<file path="config.mk">
export PLATFORM = sky130hd
export DESIGN_NAME = cc_pins_top
export DESIGN_NICKNAME = d
export VERILOG_FILES = /design/src/hdl/cc_pkg.sv /design/src/hdl/cc_pins_top.sv
export VERILOG_INCLUDE_DIRS = /design/src /design/src/hdl
export SDC_FILE = /design/constraint.sdc
export NUM_CORES = 1
export LEC_CHECK = 0
export BUFFER_PORTS_ARGS = -buffer_cell sky130_fd_sc_hd__buf_2
export CORE_AREA = 3 3 204 206
export DETAILED_ROUTE_END_ITERATION = 10
export DIE_AREA = 0 0 207 209
export GPL_ROUTABILITY_DRIVEN = 0
export GPL_TIMING_DRIVEN = 0
export RECOVER_POWER = 100
export SLEW_MARGIN = 20
export SYNTH_ARGS = -nofsm -noshare
export SYNTH_HDL_FRONTEND = slang
export SYNTH_SLANG_ARGS = --single-unit
</file>
<file path="constraint.sdc">
create_clock -name clock_i -period 5.4 [get_ports clock_i]
set_input_delay 1.08 -clock clock_i [delete_from_list [all_inputs] [get_ports clock_i]]
set_output_delay 1.08 -clock clock_i [all_outputs]
set_load 0.01 [all_outputs]
</file>
<file path="src/hdl/cc_consts.svh">
`ifndef CC_CONSTS_SVH
`define CC_CONSTS_SVH
// ----------------------------------------
// sizes
// ----------------------------------------
`define CC_ID_W      29
`define CC_NUM_TX    3
`define CC_NUM_RX    2
`define CC_NUM_FLT   6
`define CC_PRIO_W    2
`define CC_BRP_W     6
// ----------------------------------------
// field positions
// ----------------------------------------
`define CC_STD_LSB   18
`define CC_PIN_RTS0  0
`define CC_PIN_RST   3
`define CC_PIN_RX    4
`define CC_SRC_RX0   0
`define CC_SRC_TX0   2
`define CC_SRC_ERR   5
`define CC_FLT_BUF0  2
// ----------------------------------------
// reset values
// ----------------------------------------
`define CC_PIN_INIT  5'h1f
`define CC_RECESSIVE 1'b1
// ----------------------------------------
// timing
// ----------------------------------------
`define CC_CLK_NS    40
`define CC_BIT_NS    1000
`define CC_BIT_CYC   (`CC_BIT_NS / `CC_CLK_NS)
`define CC_SPI_KHZ   10000
`endif

</file>
<file path="src/hdl/cc_pkg.sv">
`include "cc_consts.svh"
package cc_pkg;
	// received or loaded message
	typedef struct packed {
		logic [`CC_ID_W-1:0] id;
		logic                ext;
		logic                rtr;
		logic [3:0]          dlc;
		logic [7:0][7:0]     data;
	} cc_frame_type;
	// acceptance configuration
	typedef struct packed {
		logic [`CC_NUM_RX-1:0][`CC_ID_W-1:0]  mask;
		logic [`CC_NUM_FLT-1:0][`CC_ID_W-1:0] filt;
		logic [`CC_NUM_FLT-1:0]               filt_ext;
		logic                                 byte_filt;
		logic                                 rollover;
	} cc_accept_type;
	// transmit sequencer
	typedef enum logic [1:0] {
		ST_IDLE  = 2'b00,
		ST_START = 2'b01,
		ST_BUSY  = 2'b10
	} cc_state_type;
endpackage

</file>
<file path="src/hdl/cc_pins_top.sv">
// Overview of operation
// - request pin low edge starts its buffer
// - host strobe also starts a transmission
// - only error-free frames reach acceptance filters
// - full pin shows buffer state or level
// - interrupt pin gated by per-source enables
// - receive full status readable by host
// - request pins selectable as plain inputs
// - clock pin gives prescaled device clock
// - clock pin alternately marks frame start
// - one-shot mode never retries a message
// - standard frames filter first two bytes
// - two masks, six filters, 29 bits
// - two receive buffers, prioritised storage
// - three transmit buffers, priority and abort
// - serial port mode 0,0/1,1 up to 10 MHz
// - host commands reach every control bit
// - bit rate up to 1 Mb/s
// - reset pin is active low
// - each receive buffer owns one mask
`include "cc_consts.svh"
module cc_pins_top #(
	parameter int ID_W   = `CC_ID_W,
	parameter int NUM_TX = `CC_NUM_TX
) (
	input  wire logic                 clock_i,
	input  wire logic                 reset_i,
	input  wire logic                 dev_reset_n_i,
	input  wire logic                 send_request_in_0_i,
	input  wire logic                 send_request_in_1_i,
	input  wire logic                 send_request_in_2_i,
	input  wire logic                 bus_rx_in_i,
	output logic                      bus_tx_out_o,
	output logic                      divided_clock_out_o,
	output logic                      rx_full_out_0_o,
	output logic                      rx_full_out_1_o,
	output logic                      int_n_o,
	input  wire logic [2:0]           rts_mode_i,
	output logic      [2:0]           rts_level_o,
	input  wire logic [2:0]           host_tx_req_i,
	input  wire logic [2:0]           host_abort_i,
	input  wire logic [5:0]           tx_prio_i,
	input  wire logic                 one_shot_i,
	output logic      [2:0]           tx_pending_o,
	input  wire logic [1:0]           bf_int_mode_i,
	input  wire logic [1:0]           bf_gp_level_i,
	input  wire logic [5:0]           int_en_i,
	input  wire logic [5:0]           flag_clr_i,
	output logic      [5:0]           flags_o,
	input  wire logic                 divided_clock_out_en_i,
	input  wire logic [1:0]           divided_clock_out_psc_i,
	input  wire logic                 sof_mode_i,
	input  wire logic [`CC_BRP_W-1:0] brp_i,
	input  wire cc_pkg::cc_accept_type accept_i,
	output logic                      bit_tick_o,
	output logic                      rx_bit_o,
	input  wire logic                 eng_tx_bit_i,
	output logic                      tx_start_o,
	output logic      [1:0]           tx_sel_o,
	input  wire logic                 tx_done_i,
	input  wire logic                 tx_fail_i,
	input  wire logic                 sof_i,
	input  wire cc_pkg::cc_frame_type frame_i,
	input  wire logic                 frame_valid_i,
	input  wire logic                 frame_err_i,
	output cc_pkg::cc_frame_type      rx_frame_o,
	output logic                      rx_store_o,
	output logic                      rx_buf_o,
	output logic      [2:0]           rx_hit_o
);
	import cc_pkg::*;

	// ----------------------------------------
	// elaboration checks
	// ----------------------------------------
	if (ID_W != `CC_ID_W || NUM_TX != `CC_NUM_TX)
	begin : g_bad
		$error("cc_pins_top: widths fixed by package");
	end

	// ----------------------------------------
	// helpers
	// ----------------------------------------
	// highest priority pending buffer, ties to higher index
	function automatic logic [1:0] tx_pick(
		input logic [2:0] p,
		input logic [5:0] pr
	);
		logic [1:0] best;
		logic [2:0] bp;
		best = 2'h0;
		bp   = 3'h0;
		for (int i = 0; i < 3; i++)
		begin
			if (p[i] && {1'b1, pr[2*i+:2]} >= bp)
			begin
				best = i[1:0];
				bp   = {1'b1, pr[2*i+:2]};
			end
		end
		return best;
	endfunction

	// masked compare of one acceptance filter
	function automatic logic flt_hit(
		input logic [`CC_ID_W-1:0] key,
		input logic [`CC_ID_W-1:0] m,
		input logic [`CC_ID_W-1:0] f,
		input logic                fe,
		input logic                ke
	);
		return (((key ^ f) & m) == '0) && (fe == ke);
	endfunction

	// ----------------------------------------
	// pin synchronisers
	// ----------------------------------------
	logic [4:0] s1_r, s2_r, s3_r, pin_r;
	wire  [4:0] pin_raw = {bus_rx_in_i, dev_reset_n_i,
		send_request_in_2_i, send_request_in_1_i, send_request_in_0_i};
	wire  [4:0] agree   = ~(s2_r ^ s3_r);
	wire  [4:0] pin_nxt = (s3_r & agree) | (pin_r & ~agree);

	// three stages, change taken when last two agree
	always_ff @(posedge clock_i or posedge reset_i)
	begin
		if (reset_i)
		begin
			s1_r  <= `CC_PIN_INIT;
			s2_r  <= `CC_PIN_INIT;
			s3_r  <= `CC_PIN_INIT;
			pin_r <= `CC_PIN_INIT;
		end
		else
		begin
			s1_r  <= pin_raw;
			s2_r  <= s1_r;
			s3_r  <= s2_r;
			pin_r <= pin_nxt;
		end
	end

	// device reset from the filtered pin
	wire dev_rst = ~pin_r[`CC_PIN_RST];

	// ----------------------------------------
	// request pins
	// ----------------------------------------
	logic [2:0] rts_prev_r;
	wire  [2:0] rts_n   = pin_r[`CC_PIN_RTS0+:3];
	// falling edge in request mode only
	wire  [2:0] rts_req = rts_prev_r & ~rts_n & rts_mode_i;
	// host strobes arrive decoded from the serial port
	wire  [2:0] req_set = rts_req | host_tx_req_i;

	always_ff @(posedge clock_i or posedge reset_i)
	begin
		if (reset_i)
		begin
			rts_prev_r  <= 3'h7;
			rts_level_o <= 3'h7;
		end
		else
		begin
			rts_prev_r  <= rts_n;
			rts_level_o <= rts_n;
		end
	end

	// ----------------------------------------
	// transmit sequencer
	// ----------------------------------------
	cc_state_type st_r, st_nxt;
	logic [2:0]   pend_r, abt_r, done_r;
	logic [1:0]   sel_r;
	wire  [2:0]   sel_dec   = 3'(3'h1 << sel_r);
	wire  [2:0]   busy_mask = (st_r != ST_IDLE) ? sel_dec : 3'h0;
	wire          tx_end    = (st_r == ST_BUSY) && (tx_done_i || tx_fail_i);
	wire          drop      = tx_done_i || one_shot_i || |(abt_r & sel_dec);
	wire  [2:0]   end_clr   = (tx_end && drop) ? sel_dec : 3'h0;
	wire  [2:0]   done_set  = (tx_end && tx_done_i) ? sel_dec : 3'h0;
	wire          fail_set  = tx_end && !tx_done_i && one_shot_i;
	// abort of an idle request is immediate, of the active one at its end
	wire  [2:0]   pend_nxt  = (pend_r & ~(host_abort_i & ~busy_mask) & ~end_clr)
		| req_set;
	wire  [2:0]   abt_nxt   = tx_end ? 3'h0 : (abt_r | (host_abort_i & busy_mask));

	// next state
	always_comb
	begin
		st_nxt = st_r;
		case (st_r)
			ST_IDLE:
			begin
				if (|pend_r)
				begin
					st_nxt = ST_START;
				end
			end
			ST_START: st_nxt = ST_BUSY;
			ST_BUSY:
			begin
				if (tx_done_i || tx_fail_i)
				begin
					st_nxt = ST_IDLE;
				end
			end
			default: st_nxt = ST_IDLE;
		endcase
	end

	// sequencer registers
	always_ff @(posedge clock_i or posedge reset_i)
	begin
		if (reset_i)
		begin
			st_r   <= ST_IDLE;
			sel_r  <= 2'h0;
			pend_r <= 3'h0;
			abt_r  <= 3'h0;
		end
		else
		begin
			st_r   <= dev_rst ? ST_IDLE : st_nxt;
			pend_r <= dev_rst ? 3'h0 : pend_nxt;
			abt_r  <= dev_rst ? 3'h0 : abt_nxt;
			if (st_r == ST_IDLE)
			begin
				sel_r <= tx_pick(pend_r, tx_prio_i);
			end
		end
	end

	assign tx_start_o   = (st_r == ST_START);
	assign tx_sel_o     = sel_r;
	assign tx_pending_o = pend_r;

	// ----------------------------------------
	// acceptance filtering
	// ----------------------------------------
	wire [7:0] db0 = (frame_i.dlc != 4'h0) ? frame_i.data[0] : 8'h00;
	wire [7:0] db1 = (frame_i.dlc > 4'h1) ? frame_i.data[1] : 8'h00;
	wire       use_db = accept_i.byte_filt && !frame_i.ext && !frame_i.rtr;
	// standard frames put the two data bytes below the identifier
	wire [`CC_STD_LSB-1:0] std_tail = use_db ? {2'b00, db0, db1} : '0;
	wire [`CC_ID_W-1:0] key = frame_i.ext ? frame_i.id
		: {frame_i.id[`CC_ID_W-1:`CC_STD_LSB], std_tail};
	logic [5:0] hit;

	// each filter against the mask of its buffer
	always_comb
	begin
		for (int k = 0; k < `CC_NUM_FLT; k++)
		begin
			hit[k] = flt_hit(key, accept_i.mask[(k < `CC_FLT_BUF0) ? 0 : 1],
				accept_i.filt[k], accept_i.filt_ext[k], frame_i.ext);
		end
	end

	logic [1:0] full_r;
	logic       err_r;
	wire  good  = frame_valid_i && !frame_err_i;
	wire  hit0  = |hit[1:0];
	wire  hit1  = |hit[5:2];
	// buffer 0 first, overflow into buffer 1 when allowed
	wire  to0   = good && hit0 && !full_r[0];
	wire  roll  = good && hit0 && full_r[0] && accept_i.rollover;
	wire  to1   = !to0 && (roll || (good && hit1 && !hit0)) && !full_r[1];
	wire  ovf   = good && (hit0 || hit1) && !to0 && !to1;
	wire  [2:0] hit_idx = hit[0] ? 3'h0 : hit[1] ? 3'h1 : hit[2] ? 3'h2
		: hit[3] ? 3'h3 : hit[4] ? 3'h4 : 3'h5;
	wire  [1:0] full_set = {to1, to0};

	// received data and store strobe
	always_ff @(posedge clock_i or posedge reset_i)
	begin
		if (reset_i)
		begin
			rx_frame_o <= '0;
			rx_store_o <= 1'b0;
			rx_buf_o   <= 1'b0;
			rx_hit_o   <= 3'h0;
		end
		else
		begin
			rx_store_o <= (to0 || to1) && !dev_rst;
			if (to0 || to1)
			begin
				rx_frame_o <= frame_i;
				rx_buf_o   <= to1;
				rx_hit_o   <= hit_idx;
			end
		end
	end

	// ----------------------------------------
	// status flags and interrupt pin
	// ----------------------------------------
	wire [5:0] src = {err_r, done_r, full_r};

	// sticky flags, a set wins over a clear
	always_ff @(posedge clock_i or posedge reset_i)
	begin
		if (reset_i)
		begin
			full_r  <= 2'h0;
			done_r  <= 3'h0;
			err_r   <= 1'b0;
			int_n_o <= 1'b1;
		end
		else if (dev_rst)
		begin
			full_r  <= 2'h0;
			done_r  <= 3'h0;
			err_r   <= 1'b0;
			int_n_o <= 1'b1;
		end
		else
		begin
			full_r  <= (full_r & ~flag_clr_i[`CC_SRC_RX0+:2]) | full_set;
			done_r  <= (done_r & ~flag_clr_i[`CC_SRC_TX0+:3]) | done_set;
			err_r   <= (err_r & ~flag_clr_i[`CC_SRC_ERR]) | ovf | fail_set;
			int_n_o <= ~|(src & int_en_i);
		end
	end

	assign flags_o = src;

	// ----------------------------------------
	// buffer full pins
	// ----------------------------------------
	wire [1:0] bf_n = ~((bf_int_mode_i & full_r) | (~bf_int_mode_i & bf_gp_level_i));

	always_ff @(posedge clock_i or posedge reset_i)
	begin
		if (reset_i)
		begin
			rx_full_out_0_o <= 1'b1;
			rx_full_out_1_o <= 1'b1;
		end
		else
		begin
			rx_full_out_0_o <= bf_n[0];
			rx_full_out_1_o <= bf_n[1];
		end
	end

	// ----------------------------------------
	// clock output and frame start marker
	// ----------------------------------------
	logic [3:0] div_r;
	logic       sof_r;
	wire  [3:0] div_nxt = div_r + 4'h1;
	// marker from frame start to frame end
	wire        sof_nxt = sof_i || (sof_r && !frame_valid_i && !frame_err_i && !tx_end);
	wire        ck_nxt  = sof_mode_i ? sof_r : div_nxt[divided_clock_out_psc_i];

	always_ff @(posedge clock_i or posedge reset_i)
	begin
		if (reset_i)
		begin
			div_r               <= 4'h0;
			sof_r               <= 1'b0;
			divided_clock_out_o <= 1'b0;
		end
		else
		begin
			div_r               <= div_nxt;
			sof_r               <= sof_nxt && !dev_rst;
			divided_clock_out_o <= divided_clock_out_en_i && !dev_rst && ck_nxt;
		end
	end

	// ----------------------------------------
	// bit tick and bus pins
	// ----------------------------------------
	localparam logic [10:0] BIT_CYC = 11'(`CC_BIT_CYC);
	logic [10:0] tq_r;
	// one bit at the highest rate per prescale step
	wire  [10:0] tq_lim = 11'(({5'h0, brp_i} + 11'h1) * BIT_CYC - 11'h1);
	wire         tq_end = (tq_r >= tq_lim);

	always_ff @(posedge clock_i or posedge reset_i)
	begin
		if (reset_i)
		begin
			tq_r         <= 11'h0;
			bit_tick_o   <= 1'b0;
			rx_bit_o     <= `CC_RECESSIVE;
			bus_tx_out_o <= `CC_RECESSIVE;
		end
		else
		begin
			tq_r         <= (tq_end || sof_i || dev_rst) ? 11'h0 : tq_r + 11'h1;
			bit_tick_o   <= tq_end && !dev_rst;
			rx_bit_o     <= pin_r[`CC_PIN_RX];
			bus_tx_out_o <= dev_rst ? `CC_RECESSIVE : eng_tx_bit_i;
		end
	end

endmodule // cc_pins_top

</file>
==> results.py <==
metrics = {
    "status": {
        "outcome": "complete, but fails checks",
        "violations": "max-capacitance violations, max-slew violations",
    },
    "cells_and_area": {
        "mostFrequentLayoutCells": "buf_2 (394), xor2_1 (168), clkbuf_1 (149)",
        "layout_commonest_cell": "buf_2",
        "synthToLayoutAreaGrowth_pct": 32.00,
        "nets": 1904,
        "fin_util_pct": 35.34,
        "stdcell_area_um2": 14070,
        "drive_gt1_share_pct": 34.64,
    },
    "detailed_routing": {
        "postRouteAntennaNets": 0,
        "wl_per_cell_um": 21.74,
        "drc_errors": 0,
        "first_pass_iters": 5,
        "drt-total-wl_um": 43650,
        "vias": 9587,
        "drtIter0Drc": 609,
        "vias_per_cell": 4.774,
    },
    "die": {
        "coreArea_um2": 39820,
        "initial_core_util_pct": 26.78,
        "die_area_um2": 43260,
        "placement_rows": 73,
        "die_h_um": 209,
        "io_pins": 520,
        "die_w_um": 207,
    },
    "setup_path": {
        "max_stage_delay_ns": 0.47,
        "cp_max_fo": 10,
        "critPathSlowestCell": "fa_1",
        "crit_chain": "buf_2, ha_2, xor2_1, inv_1, ha_1, fa_1, ha_1, ha_1, o21a_1, o21a_1, o21a_1, o21a_1, or2_2, ha_1, a2111oi_4, o21bai_1, buf_2, a2111oi_1",
        "required_ns": 5.72,
        "cp-start-kind": "primary input",
        "end_kind": "register",
        "critical_path_class": "primary input to register",
        "critPathArrivalTime_ns": 5.51,
    },
    "logic_synthesis": {
        "synth_top_area_share_pct": 32.39,
        "mappedNetlistNets": 1373,
        "synth_area_leaders": "dfrtp_1 (32%), xor2_1 (14%), mux2_4 (11%)",
        "synth.avg_cell_area_um2": 11.42,
        "synth_cells": 934,
        "ys_ff_latch": 166,
        "yosys.cell_types.count": 65,
        "yosysWarnings": 0,
        "synth_ff_type": "dfrtp_1",
        "yosysTopAreaCell": "dfrtp_1",
        "synth_edf_count": 0,
        "syn-cell-area_um2": 10660,
        "ys_seq_area_share_pct": 39.29,
        "synth_async_sr_flop_share_pct": 100.0,
    },
    "timing": {
        "relSlewSlack_pct": -20.26,
        "rsz0062_at_grt": "no",
        "worstMarginPinSlew_ns": 1.804,
        "max_freq_ghz": 0.1927,
        "finalMaxSlewViolations": 126,
        "fin_crit_sh_pct": 96.09,
        "finalCriticalPeriod_ns": 5.189,
        "skew_ns": 0.01328,
        "setup_tns_ns": 0,
        "hold_violations": 0,
        "setup_viol_count_final": 0,
    },
    "place": {
        "portBuffers": 507,
        "hpwl_um": 37380,
        "placed_cell_area_um2": 13960,
    },
    "grt": {
        "grt_pass1_wl_um": 63510,
        "antenna_found_initial": 5,
        "grt_max_degree": 35,
        "grt_use_total_pct": 19.58,
        "grt_overflow": 0,
        "grt_pass1_vias": 10150,
    },
    "clock_tree": {
        "post_cts_buffers": 0,
        "htree_levels": 4,
        "cts_tree": "built",
        "clk_pin_slew_ns": 0.07,
        "clk_latency_ns": 0.45,
        "cts_buffers": 17,
        "root_buffer": "clkbuf_16",
        "ctsHoldBuffers": 0,
        "cts.sinks": 166,
        "clockBufferDepth": 2,
    },
    "pwr": {
        "p_per_area_nw_per_um2": 243.1,
        "vdd_ir_drop_max_uv": 169.5,
        "total_power_mw": 3.422,
        "p_leak_nw": 7.110,
    },
    "min_path": {
        "hp-class": "register to register",
    },
    "job": {
        "drv_cap": 4,
    },
}
==> repair_timing <==
action,CTS,global route
gates resized for setup,2,5
gates cloned,0,0
setup endpoints to repair,1,2
==> sequential cells by signal (all words and copies together), names as in the netlist, 2 cells and up, named ones only <==
name	cells
rx_frame_o	99
tq_r	11
s1_r	5
s2_r	5
s3_r	5
div_r	4
abt_r	3
done_r	3
rts_prev_r	3
rx_hit_o	3
tx_pending_o	3
full_r	2
st_r	2
tx_sel_o	2
==> routing by layer <==
layer	vias up	GRT usage [%]	routed length [um]
met3	99	4.429	2801
met4	0	9.972	2129
met5	-	0	0
met2	483	34.08	21890
li1	4414	-	-
met1	4591	22.61	16830
==> cell families (layout without fill, tap and decap cells) <==
kind of cell               after synthesis  count (layout)  share of synthesized area (%)
muxes                                  108             108                          14.23
adders and majority gates               50              50                          5.961
AOI/OAI and AO/OA                      177             177                          12.66
DFF                                    166             166                          39.29
xor gates and xnor gates               201             201                          16.51
other                                    0               5                              0
buffers and inverters                   81             625                          4.154
and+or+nand+nor                        151             151                          7.193
==> synth_stat cells, types with 7 or more instances <==
| master | number |
|---|---|
| xor2_1 | 168 |
| dfrtp_1 | 138 |
| mux2_4 | 79 |
| a22oi_1 | 64 |
| nand2_1 | 45 |
| ha_1 | 42 |
| inv_1 | 34 |
| xnor2_1 | 33 |
| nor2_1 | 29 |
| a21oi_1 | 28 |
| dfstp_2 | 28 |
| mux2_2 | 23 |
| clkbuf_1 | 17 |
| nand3_1 | 16 |
| buf_2 | 15 |
| a32o_1 | 14 |
| nand4_1 | 13 |
| nand2b_1 | 11 |
| o21ai_0 | 11 |
| nor3_1 | 10 |
| a2111oi_0 | 9 |
| buf_8 | 9 |
| o21a_1 | 7 |
| or2_2 | 7 |
==> cell type report <==
class | count | area, um^2
well taps | 525 | 656.9
diodes | 5 | 12.51
inverters | 35 | 132.6
fillers | 4178 | 25750
clock inverters | 14 | 146.4
clock buffers | 18 | 429.2
plain buffers | 46 | 294.0
flip-flops and latches | 166 | 4189
multi-input cells | 687 | 5801
repair buffers | 512 | 2414
==> worst max-delay path: cells and delay by family <==
family,cells,cell delay (ns)
adders and majority gates,6,1.87
xor gates and xnor gates,1,0.20
AOI/OAI and AO/OA,7,1.56
buffers and inverters,3,0.49
and+or+nand+nor,1,0.30
==> path summary, 6_finish.rpt <==
path	startpoint	to	slack (ns)	cells after the start
max reg2reg	tq_r[0]	tq_r[1]	2.46	12
min reg2reg	s1_r[0]	s2_r[0]	0.36	0
max in group asynchronous	reset_i	rx_frame_o[7]	1.15	4
min in group asynchronous	reset_i	rx_frame_o[44]	0.77	2
max	brp_i[0]	tq_r[1]	0.21	18
min	s1_r[0]	s2_r[0]	0.36	0
==> stage by stage <==
stage / hold WS, ns / worst slack, ns / std cells
detailed placement: 0.3468 / -0.5760 / 1971
finish: 0.3567 / 0.2111 / 2008
floorplan: 0.3452 / 0.08957 / 934
CTS: 0.3591 / 0.03736 / 2003
global route: 0.3625 / 0.01340 / 2005
global placement: 0.3456 / -0.5143 / 1966
==> report_power, final <==
group | total [mW] | switching [mW] | internal, mW | leakage [nW]
clock | 1.24 | 0.554 | 0.686 | 0.285
sequential | 1.33 | 0.0356 | 1.29 | 2.20
combinational | 0.853 | 0.471 | 0.382 | 4.63
No activity file was read; power rests on OpenSTA's default activity.
